### config.mk
export PLATFORM = sky130hd
export DESIGN_NAME = jitter_fifo_front
export DESIGN_NICKNAME = d
export VERILOG_FILES = /design/src/include/jit_pkg.sv /design/src/core/rail_skid.sv /design/src/core/jitter_fifo_front.sv
export SDC_FILE = /design/constraint.sdc
export NUM_CORES = 1
export LEC_CHECK = 0
export BUFFER_PORTS_ARGS = -buffer_cell sky130_fd_sc_hd__clkbuf_2
export CAP_MARGIN = 20
export CORE_UTILIZATION = 40
export DETAILED_ROUTE_END_ITERATION = 10
export SLEW_MARGIN = 20
export SYNTH_ARGS = -nofsm -noshare
export SYNTH_HDL_FRONTEND = slang
export SYNTH_SLANG_ARGS = --single-unit
### constraint.sdc
create_clock -name clk_sys_i -period 3.88 [get_ports clk_sys_i]
set_clock_uncertainty 0.2 [all_clocks]
set_input_delay 0.388 -clock clk_sys_i [delete_from_list [all_inputs] [get_ports clk_sys_i]]
set_output_delay 0.388 -clock clk_sys_i [all_outputs]
set_load 0.02 [all_outputs]
### src/include/jit_pkg.sv
// shared types and constants of the jitter fifo front end
package jit_pkg;
   localparam int NUM_CH        = 3;
   localparam int DEPTH_SMALL   = 16;
   localparam int DEPTH_LARGE   = 32;
   localparam int PTR_W         = 5;
   localparam int ADDR_W        = 8;
   localparam int DATA_W        = 8;
   localparam int CMD_BITS      = 1 + ADDR_W;
   localparam int FRAME_BITS    = CMD_BITS + DATA_W;
   localparam int NUM_CMD_REGS  = 8;
   localparam int unsigned OUT_DIV_RST = 16'h0004;
   localparam logic [DATA_W-1:0] CMD_REG_RST = 8'h00;

   typedef struct packed {
      logic pos;
      logic neg;
   } rail_pair_t;

   typedef struct packed {
      logic rd_n_wr;
      logic [ADDR_W-1:0] addr;
   } host_cmd_t;
endpackage : jit_pkg

### src/core/rail_skid.sv
// two-entry buffer for rail pairs between the fifo and the output shifter
module rail_skid
   import jit_pkg::*;
(
   input  wire logic       clk_sys_i,
   input  wire logic       rstn_i,
   input  wire rail_pair_t in_data_i,
   input  wire logic       in_valid_i,
   output logic            in_ready_o,
   output rail_pair_t      out_data_o,
   output logic            out_valid_o,
   input  wire logic       out_ready_i
);
   typedef struct packed {
      rail_pair_t [1:0] mem;
      logic             wr;
      logic             rd;
      logic [1:0]       cnt;
   } skid_state_t;

   skid_state_t s_r, s_nxt;

   always_comb begin
      logic push;
      logic pop;
      push  = 1'b0;
      pop   = 1'b0;
      s_nxt = s_r;
      push  = in_valid_i && (s_r.cnt != 2'd2);
      pop   = out_ready_i && (s_r.cnt != 2'd0);
      if (push) begin
         s_nxt.mem[s_r.wr] = in_data_i;
         s_nxt.wr          = ~s_r.wr;
      end
      if (pop) begin
         s_nxt.rd = ~s_r.rd;
      end
      s_nxt.cnt = s_r.cnt + {1'b0, push} - {1'b0, pop};
   end

   always_ff @(posedge clk_sys_i or negedge rstn_i) begin
      if (!rstn_i) begin
         s_r <= '0;
      end else begin
         s_r <= s_nxt;
      end
   end

   assign in_ready_o  = (s_r.cnt != 2'd2);
   assign out_valid_o = (s_r.cnt != 2'd0);
   assign out_data_o  = s_r.mem[s_r.rd];
endmodule : rail_skid

### src/core/jitter_fifo_front.sv
// three-channel elastic fifo front end with serial host port
// Overview of operation
// - the fifo holds 32 entries when depth select is high, 16 when low.
// - a host read shifts the addressed command register out on the serial output.
// - the serial output changes on each falling edge of the shift clock.
// - the serial output is released to high impedance once a transfer ends.
// - the serial input is sampled on each rising edge of the shift clock.
// - in hardware mode one capture edge selection governs all three channels; host mode always captures on the rising edge.
// - the shared pin is channel 1 bypass in hardware mode, serial input in host mode.
// - chip select low enables the serial port; activity while high is ignored.
module jitter_fifo_front
   import jit_pkg::*;
#(
   parameter int OUT_DIV = OUT_DIV_RST
)(
   input  wire logic              clk_sys_i,
   input  wire logic              rstn_i,
   input  wire logic              host_mode_i,
   input  wire logic              fifo_depth_select_i,
   input  wire logic              capture_edge_select_i,
   input  wire logic [NUM_CH-1:0] rx_clk_i,
   input  wire logic [NUM_CH-1:0] rx_pos_rail_i,
   input  wire logic [NUM_CH-1:0] rx_neg_rail_i,
   input  wire logic              bypass_or_sdi_i,
   input  wire logic              host_cs_n_i,
   input  wire logic              host_sclk_i,
   output logic                   host_serial_out_o,
   output logic                   host_serial_out_oe_o,
   output logic [NUM_CH-1:0]      dejittered_clock_out_o,
   output logic [NUM_CH-1:0]      dejittered_pos_out_o,
   output logic [NUM_CH-1:0]      dejittered_neg_out_o,
   output logic                   attenuator_bypass_ch1_o
);
   import jit_pkg::*;

   // the divider is 16 bits and needs at least two cycles per half period
   if (OUT_DIV < 2 || OUT_DIV > 65535) begin : g_bad_div
      $error("OUT_DIV out of range");
   end

   typedef struct packed {
      logic [NUM_CH-1:0] clk_m;
      logic [NUM_CH-1:0] clk_s;
      logic [NUM_CH-1:0] clk_d;
      logic [NUM_CH-1:0] pos_m;
      logic [NUM_CH-1:0] pos_s;
      logic [NUM_CH-1:0] neg_m;
      logic [NUM_CH-1:0] neg_s;
      logic [2:0]        hc_m;
      logic [2:0]        hc_s;
      logic              sclk_d;
      logic [2:0]        cfg_m;
      logic [2:0]        cfg_s;
      logic [2:0]        arm;
      logic [15:0]       div;
      logic [NUM_CH-1:0] oclk;
      logic [NUM_CH-1:0] opos;
      logic [NUM_CH-1:0] oneg;
      logic              bypass;
      logic [4:0]        bitn;
      logic [FRAME_BITS-1:0] shin;
      logic [DATA_W-1:0] shout;
      logic              host_serial_out;
      logic              sdo_oe;
      logic [NUM_CMD_REGS-1:0][DATA_W-1:0] cmd;
   } top_state_t;

   typedef struct packed {
      rail_pair_t [DEPTH_LARGE-1:0] mem;
      logic [PTR_W-1:0]             wp;
      logic [PTR_W-1:0]             rp;
      logic [PTR_W:0]               cnt;
   } chan_fifo_t;

   top_state_t s_r, s_nxt;
   chan_fifo_t [NUM_CH-1:0] f_r, f_nxt;

   rail_pair_t [NUM_CH-1:0] sk_in;
   logic       [NUM_CH-1:0] sk_in_valid;
   logic       [NUM_CH-1:0] sk_in_ready;
   rail_pair_t [NUM_CH-1:0] sk_out;
   logic       [NUM_CH-1:0] sk_out_valid;
   logic       [NUM_CH-1:0] sk_pop;

   function automatic logic [PTR_W:0] depth_of(input logic sel);
      depth_of = sel ? (PTR_W+1)'(DEPTH_LARGE) : (PTR_W+1)'(DEPTH_SMALL);
   endfunction : depth_of

   function automatic logic [PTR_W-1:0] ptr_inc(input logic [PTR_W-1:0] p,
                                                input logic sel);
      ptr_inc = (p == PTR_W'(depth_of(sel) - 1'b1)) ? '0 : p + 1'b1;
   endfunction : ptr_inc

   genvar gi;
   generate
      for (gi = 0; gi < NUM_CH; gi++) begin : g_skid
         rail_skid u_skid (
            .clk_sys_i   (clk_sys_i),
            .rstn_i      (rstn_i),
            .in_data_i   (sk_in[gi]),
            .in_valid_i  (sk_in_valid[gi]),
            .in_ready_o  (sk_in_ready[gi]),
            .out_data_o  (sk_out[gi]),
            .out_valid_o (sk_out_valid[gi]),
            .out_ready_i (sk_pop[gi])
         );
      end
   endgenerate

   always_comb begin
      logic [NUM_CH-1:0] cap;
      logic              tick;
      logic              host_on;
      logic              sclk_rise;
      logic              sclk_fall;
      logic              push;
      logic              pop;
      logic              dsel;
      logic              esel;
      logic [ADDR_W-1:0] a;
      cap       = '0;
      tick      = 1'b0;
      host_on   = s_r.cfg_s[2];
      sclk_rise = 1'b0;
      sclk_fall = 1'b0;
      dsel      = s_r.cfg_s[1];
      esel      = s_r.cfg_s[0];
      push      = 1'b0;
      pop       = 1'b0;
      a         = '0;
      s_nxt     = s_r;
      f_nxt     = f_r;
      sk_in     = '0;
      sk_in_valid = '0;
      sk_pop    = '0;
      s_nxt.clk_m = rx_clk_i;
      s_nxt.clk_s = s_r.clk_m;
      s_nxt.clk_d = s_r.clk_s;
      s_nxt.pos_m = rx_pos_rail_i;
      s_nxt.pos_s = s_r.pos_m;
      s_nxt.neg_m = rx_neg_rail_i;
      s_nxt.neg_s = s_r.neg_m;
      s_nxt.hc_m  = {host_cs_n_i, host_sclk_i, bypass_or_sdi_i};
      s_nxt.hc_s  = s_r.hc_m;
      s_nxt.sclk_d = s_r.hc_s[1];
      // straps are static but still come from the board
      s_nxt.cfg_m = {host_mode_i, fifo_depth_select_i, capture_edge_select_i};
      s_nxt.cfg_s = s_r.cfg_m;
      // edge history is bogus until it holds real pin values
      s_nxt.arm   = {s_r.arm[1:0], 1'b1};
      for (int c = 0; c < NUM_CH; c++) begin
         if (!s_r.arm[2]) begin
            cap[c] = 1'b0;
         end else if (esel && !host_on) begin
            cap[c] = s_r.clk_d[c] && !s_r.clk_s[c];
         end else begin
            cap[c] = !s_r.clk_d[c] && s_r.clk_s[c];
         end
      end
      // shared out-divider: all channels leave at one steady rate
      tick = (s_r.div == 16'(OUT_DIV - 1));
      s_nxt.div = tick ? '0 : s_r.div + 16'd1;
      for (int c = 0; c < NUM_CH; c++) begin
         push = cap[c] && (f_r[c].cnt < depth_of(dsel));
         pop  = (f_r[c].cnt != '0) && sk_in_ready[c];
         sk_in[c]       = f_r[c].mem[f_r[c].rp];
         sk_in_valid[c] = (f_r[c].cnt != '0);
         if (push) begin
            f_nxt[c].mem[f_r[c].wp] = '{pos: s_r.pos_s[c], neg: s_r.neg_s[c]};
            f_nxt[c].wp = ptr_inc(f_r[c].wp, dsel);
         end
         if (pop) begin
            f_nxt[c].rp = ptr_inc(f_r[c].rp, dsel);
         end
         f_nxt[c].cnt = f_r[c].cnt + {PTR_W'(0), push} - {PTR_W'(0), pop};
         // data changes with falling out clock
         if (tick) begin
            s_nxt.oclk[c] = ~s_r.oclk[c];
            if (s_r.oclk[c] && sk_out_valid[c]) begin
               s_nxt.opos[c] = sk_out[c].pos;
               s_nxt.oneg[c] = sk_out[c].neg;
               sk_pop[c]     = 1'b1;
            end
         end
      end
      s_nxt.bypass = host_on ? 1'b0 : s_r.hc_s[0];
      sclk_rise = s_r.arm[2] && s_r.hc_s[1] && !s_r.sclk_d;
      sclk_fall = s_r.arm[2] && !s_r.hc_s[1] && s_r.sclk_d;
      if (!host_on || s_r.hc_s[2]) begin
         s_nxt.bitn   = '0;
         s_nxt.sdo_oe = 1'b0;
      end else begin
         if (sclk_rise && s_r.bitn < 5'(FRAME_BITS)) begin
            s_nxt.shin = {s_r.shin[FRAME_BITS-2:0], s_r.hc_s[0]};
            s_nxt.bitn = s_r.bitn + 5'd1;
            if (s_r.bitn == 5'(FRAME_BITS - 1) && !s_r.shin[FRAME_BITS-2]) begin
               a = s_r.shin[FRAME_BITS-3 -: ADDR_W];
               s_nxt.cmd[a[2:0]] = {s_r.shin[DATA_W-2:0], s_r.hc_s[0]};
            end
         end
         if (sclk_fall) begin
            if (s_r.bitn == 5'(CMD_BITS) && s_r.shin[CMD_BITS-1]) begin
               a = s_r.shin[ADDR_W-1:0];
               s_nxt.host_serial_out    = s_r.cmd[a[2:0]][DATA_W-1];
               s_nxt.shout  = {s_r.cmd[a[2:0]][DATA_W-2:0], 1'b0};
               s_nxt.sdo_oe = 1'b1;
            end else if (s_r.sdo_oe && s_r.bitn < 5'(FRAME_BITS)) begin
               s_nxt.host_serial_out   = s_r.shout[DATA_W-1];
               s_nxt.shout = {s_r.shout[DATA_W-2:0], 1'b0};
            end else if (s_r.bitn == 5'(FRAME_BITS)) begin
               s_nxt.sdo_oe = 1'b0;
            end
         end
      end
   end

   always_ff @(posedge clk_sys_i or negedge rstn_i) begin
      if (!rstn_i) begin
         s_r <= '0;
         f_r <= '0;
      end else begin
         s_r <= s_nxt;
         f_r <= f_nxt;
      end
   end

   assign host_serial_out_o       = s_r.host_serial_out;
   assign host_serial_out_oe_o    = s_r.sdo_oe;
   assign dejittered_clock_out_o  = s_r.oclk;
   assign dejittered_pos_out_o    = s_r.opos;
   assign dejittered_neg_out_o    = s_r.oneg;
   assign attenuator_bypass_ch1_o = s_r.bypass;
endmodule : jitter_fifo_front

==> results.md <==
- Synthesis-to-layout area growth: 12.37%
- Port buffer count: 28
- Min Clock Period, post-route: 2.851 ns
- Die ar.: 0.05058 sq mm
- Final Hold Viols: 0
- Antenna Nets Post-Route: 0
- Seq/Total Area, Yosys: 0.5301
- CTS tree: done
- Unrepaired setup endpoints after global routing: no
- Synth area leader: dfrtp_1
- Number of flops mapped to enable cells by yosys: 0
- CP Launch Type: flop
- Top cell type's share of synthesized area: 0.5301
- Crit path max fanout: 5
- Critical Path Sink Type: flop
- Number of library cell types mapped by synthesis: 64
- Cells after synthesis: 1523
- First-pass DRT Iterations: 4
- Chip width: 224.9 um
- Post-DR vias/cell: 5.337
- Clk Latency, worst-skew pair: 0.57 ns
- # setup viols final: 0
- Final period util: 0.7347
- # IOs: 29
- Layout cells sized above 1: 0.3091
- Grt total ovfl: 0
- Initial Util: 0.4060
- Wire per inst: 17.84 um
- Drt total wl: 39790 um
- Clock slew at reported path FFs: 0.06 ns
- Max Fclk: 350.8 MHz
- Cts hold-fix bufs: 16
- Pwr per Cell Area: 606.8 mW/mm^2
- Maxcap violations: 0
- Worst Tran Pin Value: 1.081 ns
- Netlist Area Pre-Place: 0.01987 sq mm
- Leakage: 10.43 nW
- Initial antenna violation count: 1
- Relative slew slack: 0.2797
- Arr. time, crit path: 3.15 ns
- Via count: 11.90k
- CP required: 4.18 ns
- Predominant post-synthesis flop cell: dfrtp_1
- # DRC: 0
- Initial DRC count: 609
- Chip height: 224.9 um
- Total number of yosys warnings: 0
- Num CTS Buffers: 46
- ANT cells: 0
- Critical path type: flop to flop
- Status: complete, no violations
- Pins Over Slew Limit: 0
- VDD IR max: 0.0003291 V
- Pin count of the biggest net entering global routing: 81
- Post-CTS Setup Inserts: 0
- Syn Nets: 1589
- Post-Layout Cell Count: 2230
- H-tree levels: 2
- Clock buffer depth: 3
- First-pass GRT wire length: 66460 um
- Gpl congestion: 0.7807
- TNS Setup: 0 ns
- Root Driver: clkbuf_16
- Top cells by area, synth: dfrtp_1 53%, mux2_2 16%, mux4_2 5.7%
- Clock sinks: 421
- CTS resizes: 0
- Final nets: 1599
- Syn_area_per_cell: 13.05 sq um
- Hold WC Path Type: flop to flop
- DP HPWL: 25400 um
- DP Cell Count: 2132
- Gr usage total: 0.1638
- Placement Rows: 81
- Vias in the first global route: 12.55k
- Asr flop ratio synth: 1.000
- Fillers: 4413
- Yosys reg bits: 421
- Core area: 0.04895 sq mm
[flip-flops by register name (all words and copies together), names as in the netlist]
| name | cells |
|---|---|
| dejittered_pos_out_o | 3 |
| host_serial_out_o | 1 |
| g_skid.u_skid.s_r | 24 |
| attenuator_bypass_ch1_o | 1 |
| f_r | 240 |
| dejittered_neg_out_o | 3 |
| s_nxt | 21 |
| dejittered_clock_out_o | 3 |
| host_serial_out_oe_o | 1 |
| s_r | 124 |
[final cells by class]
type                       count  area, sq um  share of cell area
timing repair buffer          66        533.0             0.02387
sequential                   421        10540              0.4718
inverter                      45        168.9            0.007564
clock inverter                11        158.9            0.007116
multi-input combinational    953         8712              0.3901
tap                          664        830.8             0.03720
clock buffer                  70         1393             0.06236
[logic make-up after synthesis]
kind of cell,after synthesis,synth area share
mux,398,0.2534
xor+xnor,55,0.02424
other cells,1,0.0001887
fa+ha+maj,49,0.03198
buf+inv,149,0.03148
simple gates,339,0.08978
flops,421,0.5301
compound gates,111,0.03885
[synthesized netlist by cell type, types with 4 or more instances]
library cell / instances
and3b_1: 4
mux4_2: 50
nand2b_1: 15
or2_2: 5
xnor2_1: 36
dfrtp_1: 421
ha_1: 46
nor2b_1: 8
o221ai_1: 18
or3_1: 5
nand3b_1: 4
mux2_2: 276
nor3b_1: 11
buf_4: 11
nand2_1: 58
nand3_1: 129
a21oi_1: 19
o211ai_1: 4
nor3_1: 10
inv_1: 45
buf_2: 8
nand4bb_1: 4
nor2_2: 4
mux2i_1: 56
buf_1: 12
nor2_1: 48
a21o_1: 6
nand4_1: 10
clkbuf_1: 71
and3_1: 4
o21ai_0: 36
mux2_4: 16
xor2_1: 19
[layout by cell type (no fill, tap or decap), drive strengths merged, types with 3 or more instances in the layout]
cell         netlist  layout
a21boi             3       3
a21o               6       6
a21oi             19      19
a22o               3       3
and2               4       4
and3               5       5
and3b              4       4
and4b              3       3
buf               33      23
bufinv             0       4
clkbuf            71      97
clkinv             0       6
dfrtp            421     421
dlygate4sd3        0      16
fa                 3       3
ha                46      46
inv               45      46
mux2             292     292
mux2i             56      56
mux4              50      50
nand2             59      59
nand2b            16      16
nand3            129     129
nand3b             4       4
nand4             10      10
nand4bb            4       4
nor2              52      52
nor2b              8       8
nor3              12      12
nor3b             11      11
o211ai             4       4
o21ai             37      37
o21bai             3       3
o221ai            18      18
o32a               3       3
or2                5       5
or3                5       5
or4                3       3
xnor2             36      36
xor2              19      19
[metrics by stage]
step,hold slack [ns],utilization,area (sq um),power [mW],setup slack (ns)
2_1_floorplan,-0.1076,-,19870,8.222,0.5292
3_3_place_gp,0.1320,0.4209,20600,9.079,1.078
3_5_place_dp,0.1347,0.4209,20600,9.175,1.016
4_1_cts,0.1473,0.4559,22320,13.74,0.9970
5_1_grt,0.1495,0.4562,22330,14.40,0.7849
6_report,0.1458,0.4562,22330,13.55,1.029
[critical path, cell delays in order, from the launching register on]
cell and delay (ns):
dfrtp_1 0.34, inv_1 0.06, ha_1 0.19, nand4bb_1 0.11, a21boi_0 0.52, nand2b_1 0.22, ha_1 0.32, a21o_1 0.16
a21oi_1 0.23, o21bai_1 0.10, a21oi_1 0.17, xor2_1 0.15
[power by group]
| part | total (mW) | internal (mW) | leakage, nW | switching [mW] |
|---|---|---|---|---|
| combinational | 3.36 | 1.59 | 4.04 | 1.78 |
| sequential | 5.72 | 4.98 | 5.63 | 0.734 |
| clock | 4.47 | 2.72 | 0.769 | 1.74 |
| total | 13.5 | 9.30 | 10.4 | 4.25 |
[path summary, 6_finish.rpt]
check,startpoint,endpoint,slack [ns],cells after the start
max in group asynchronous,rstn_i,f_r[231],2.35,3
worst max-delay path,f_r[2],f_r[5],1.03,11
worst max register to register,f_r[2],f_r[5],1.03,11
worst min-delay path,s_nxt[144],s_r[144],0.15,0
worst min register to register,s_nxt[144],s_r[144],0.15,0
min in group asynchronous,rstn_i,s_r[43],0.23,2
[metal layers]
layer / vias up / part of all wire / global-route usage
met5: - / 0 / 0
met4: 0 / 0.022 / 0.04433
met3: 65 / 0.034 / 0.02907
met2: 169 / 0.48 / 0.2698
met1: 6178 / 0.46 / 0.2222
li1: 5490 / - / -
No activity file was read; power rests on OpenSTA's default activity.
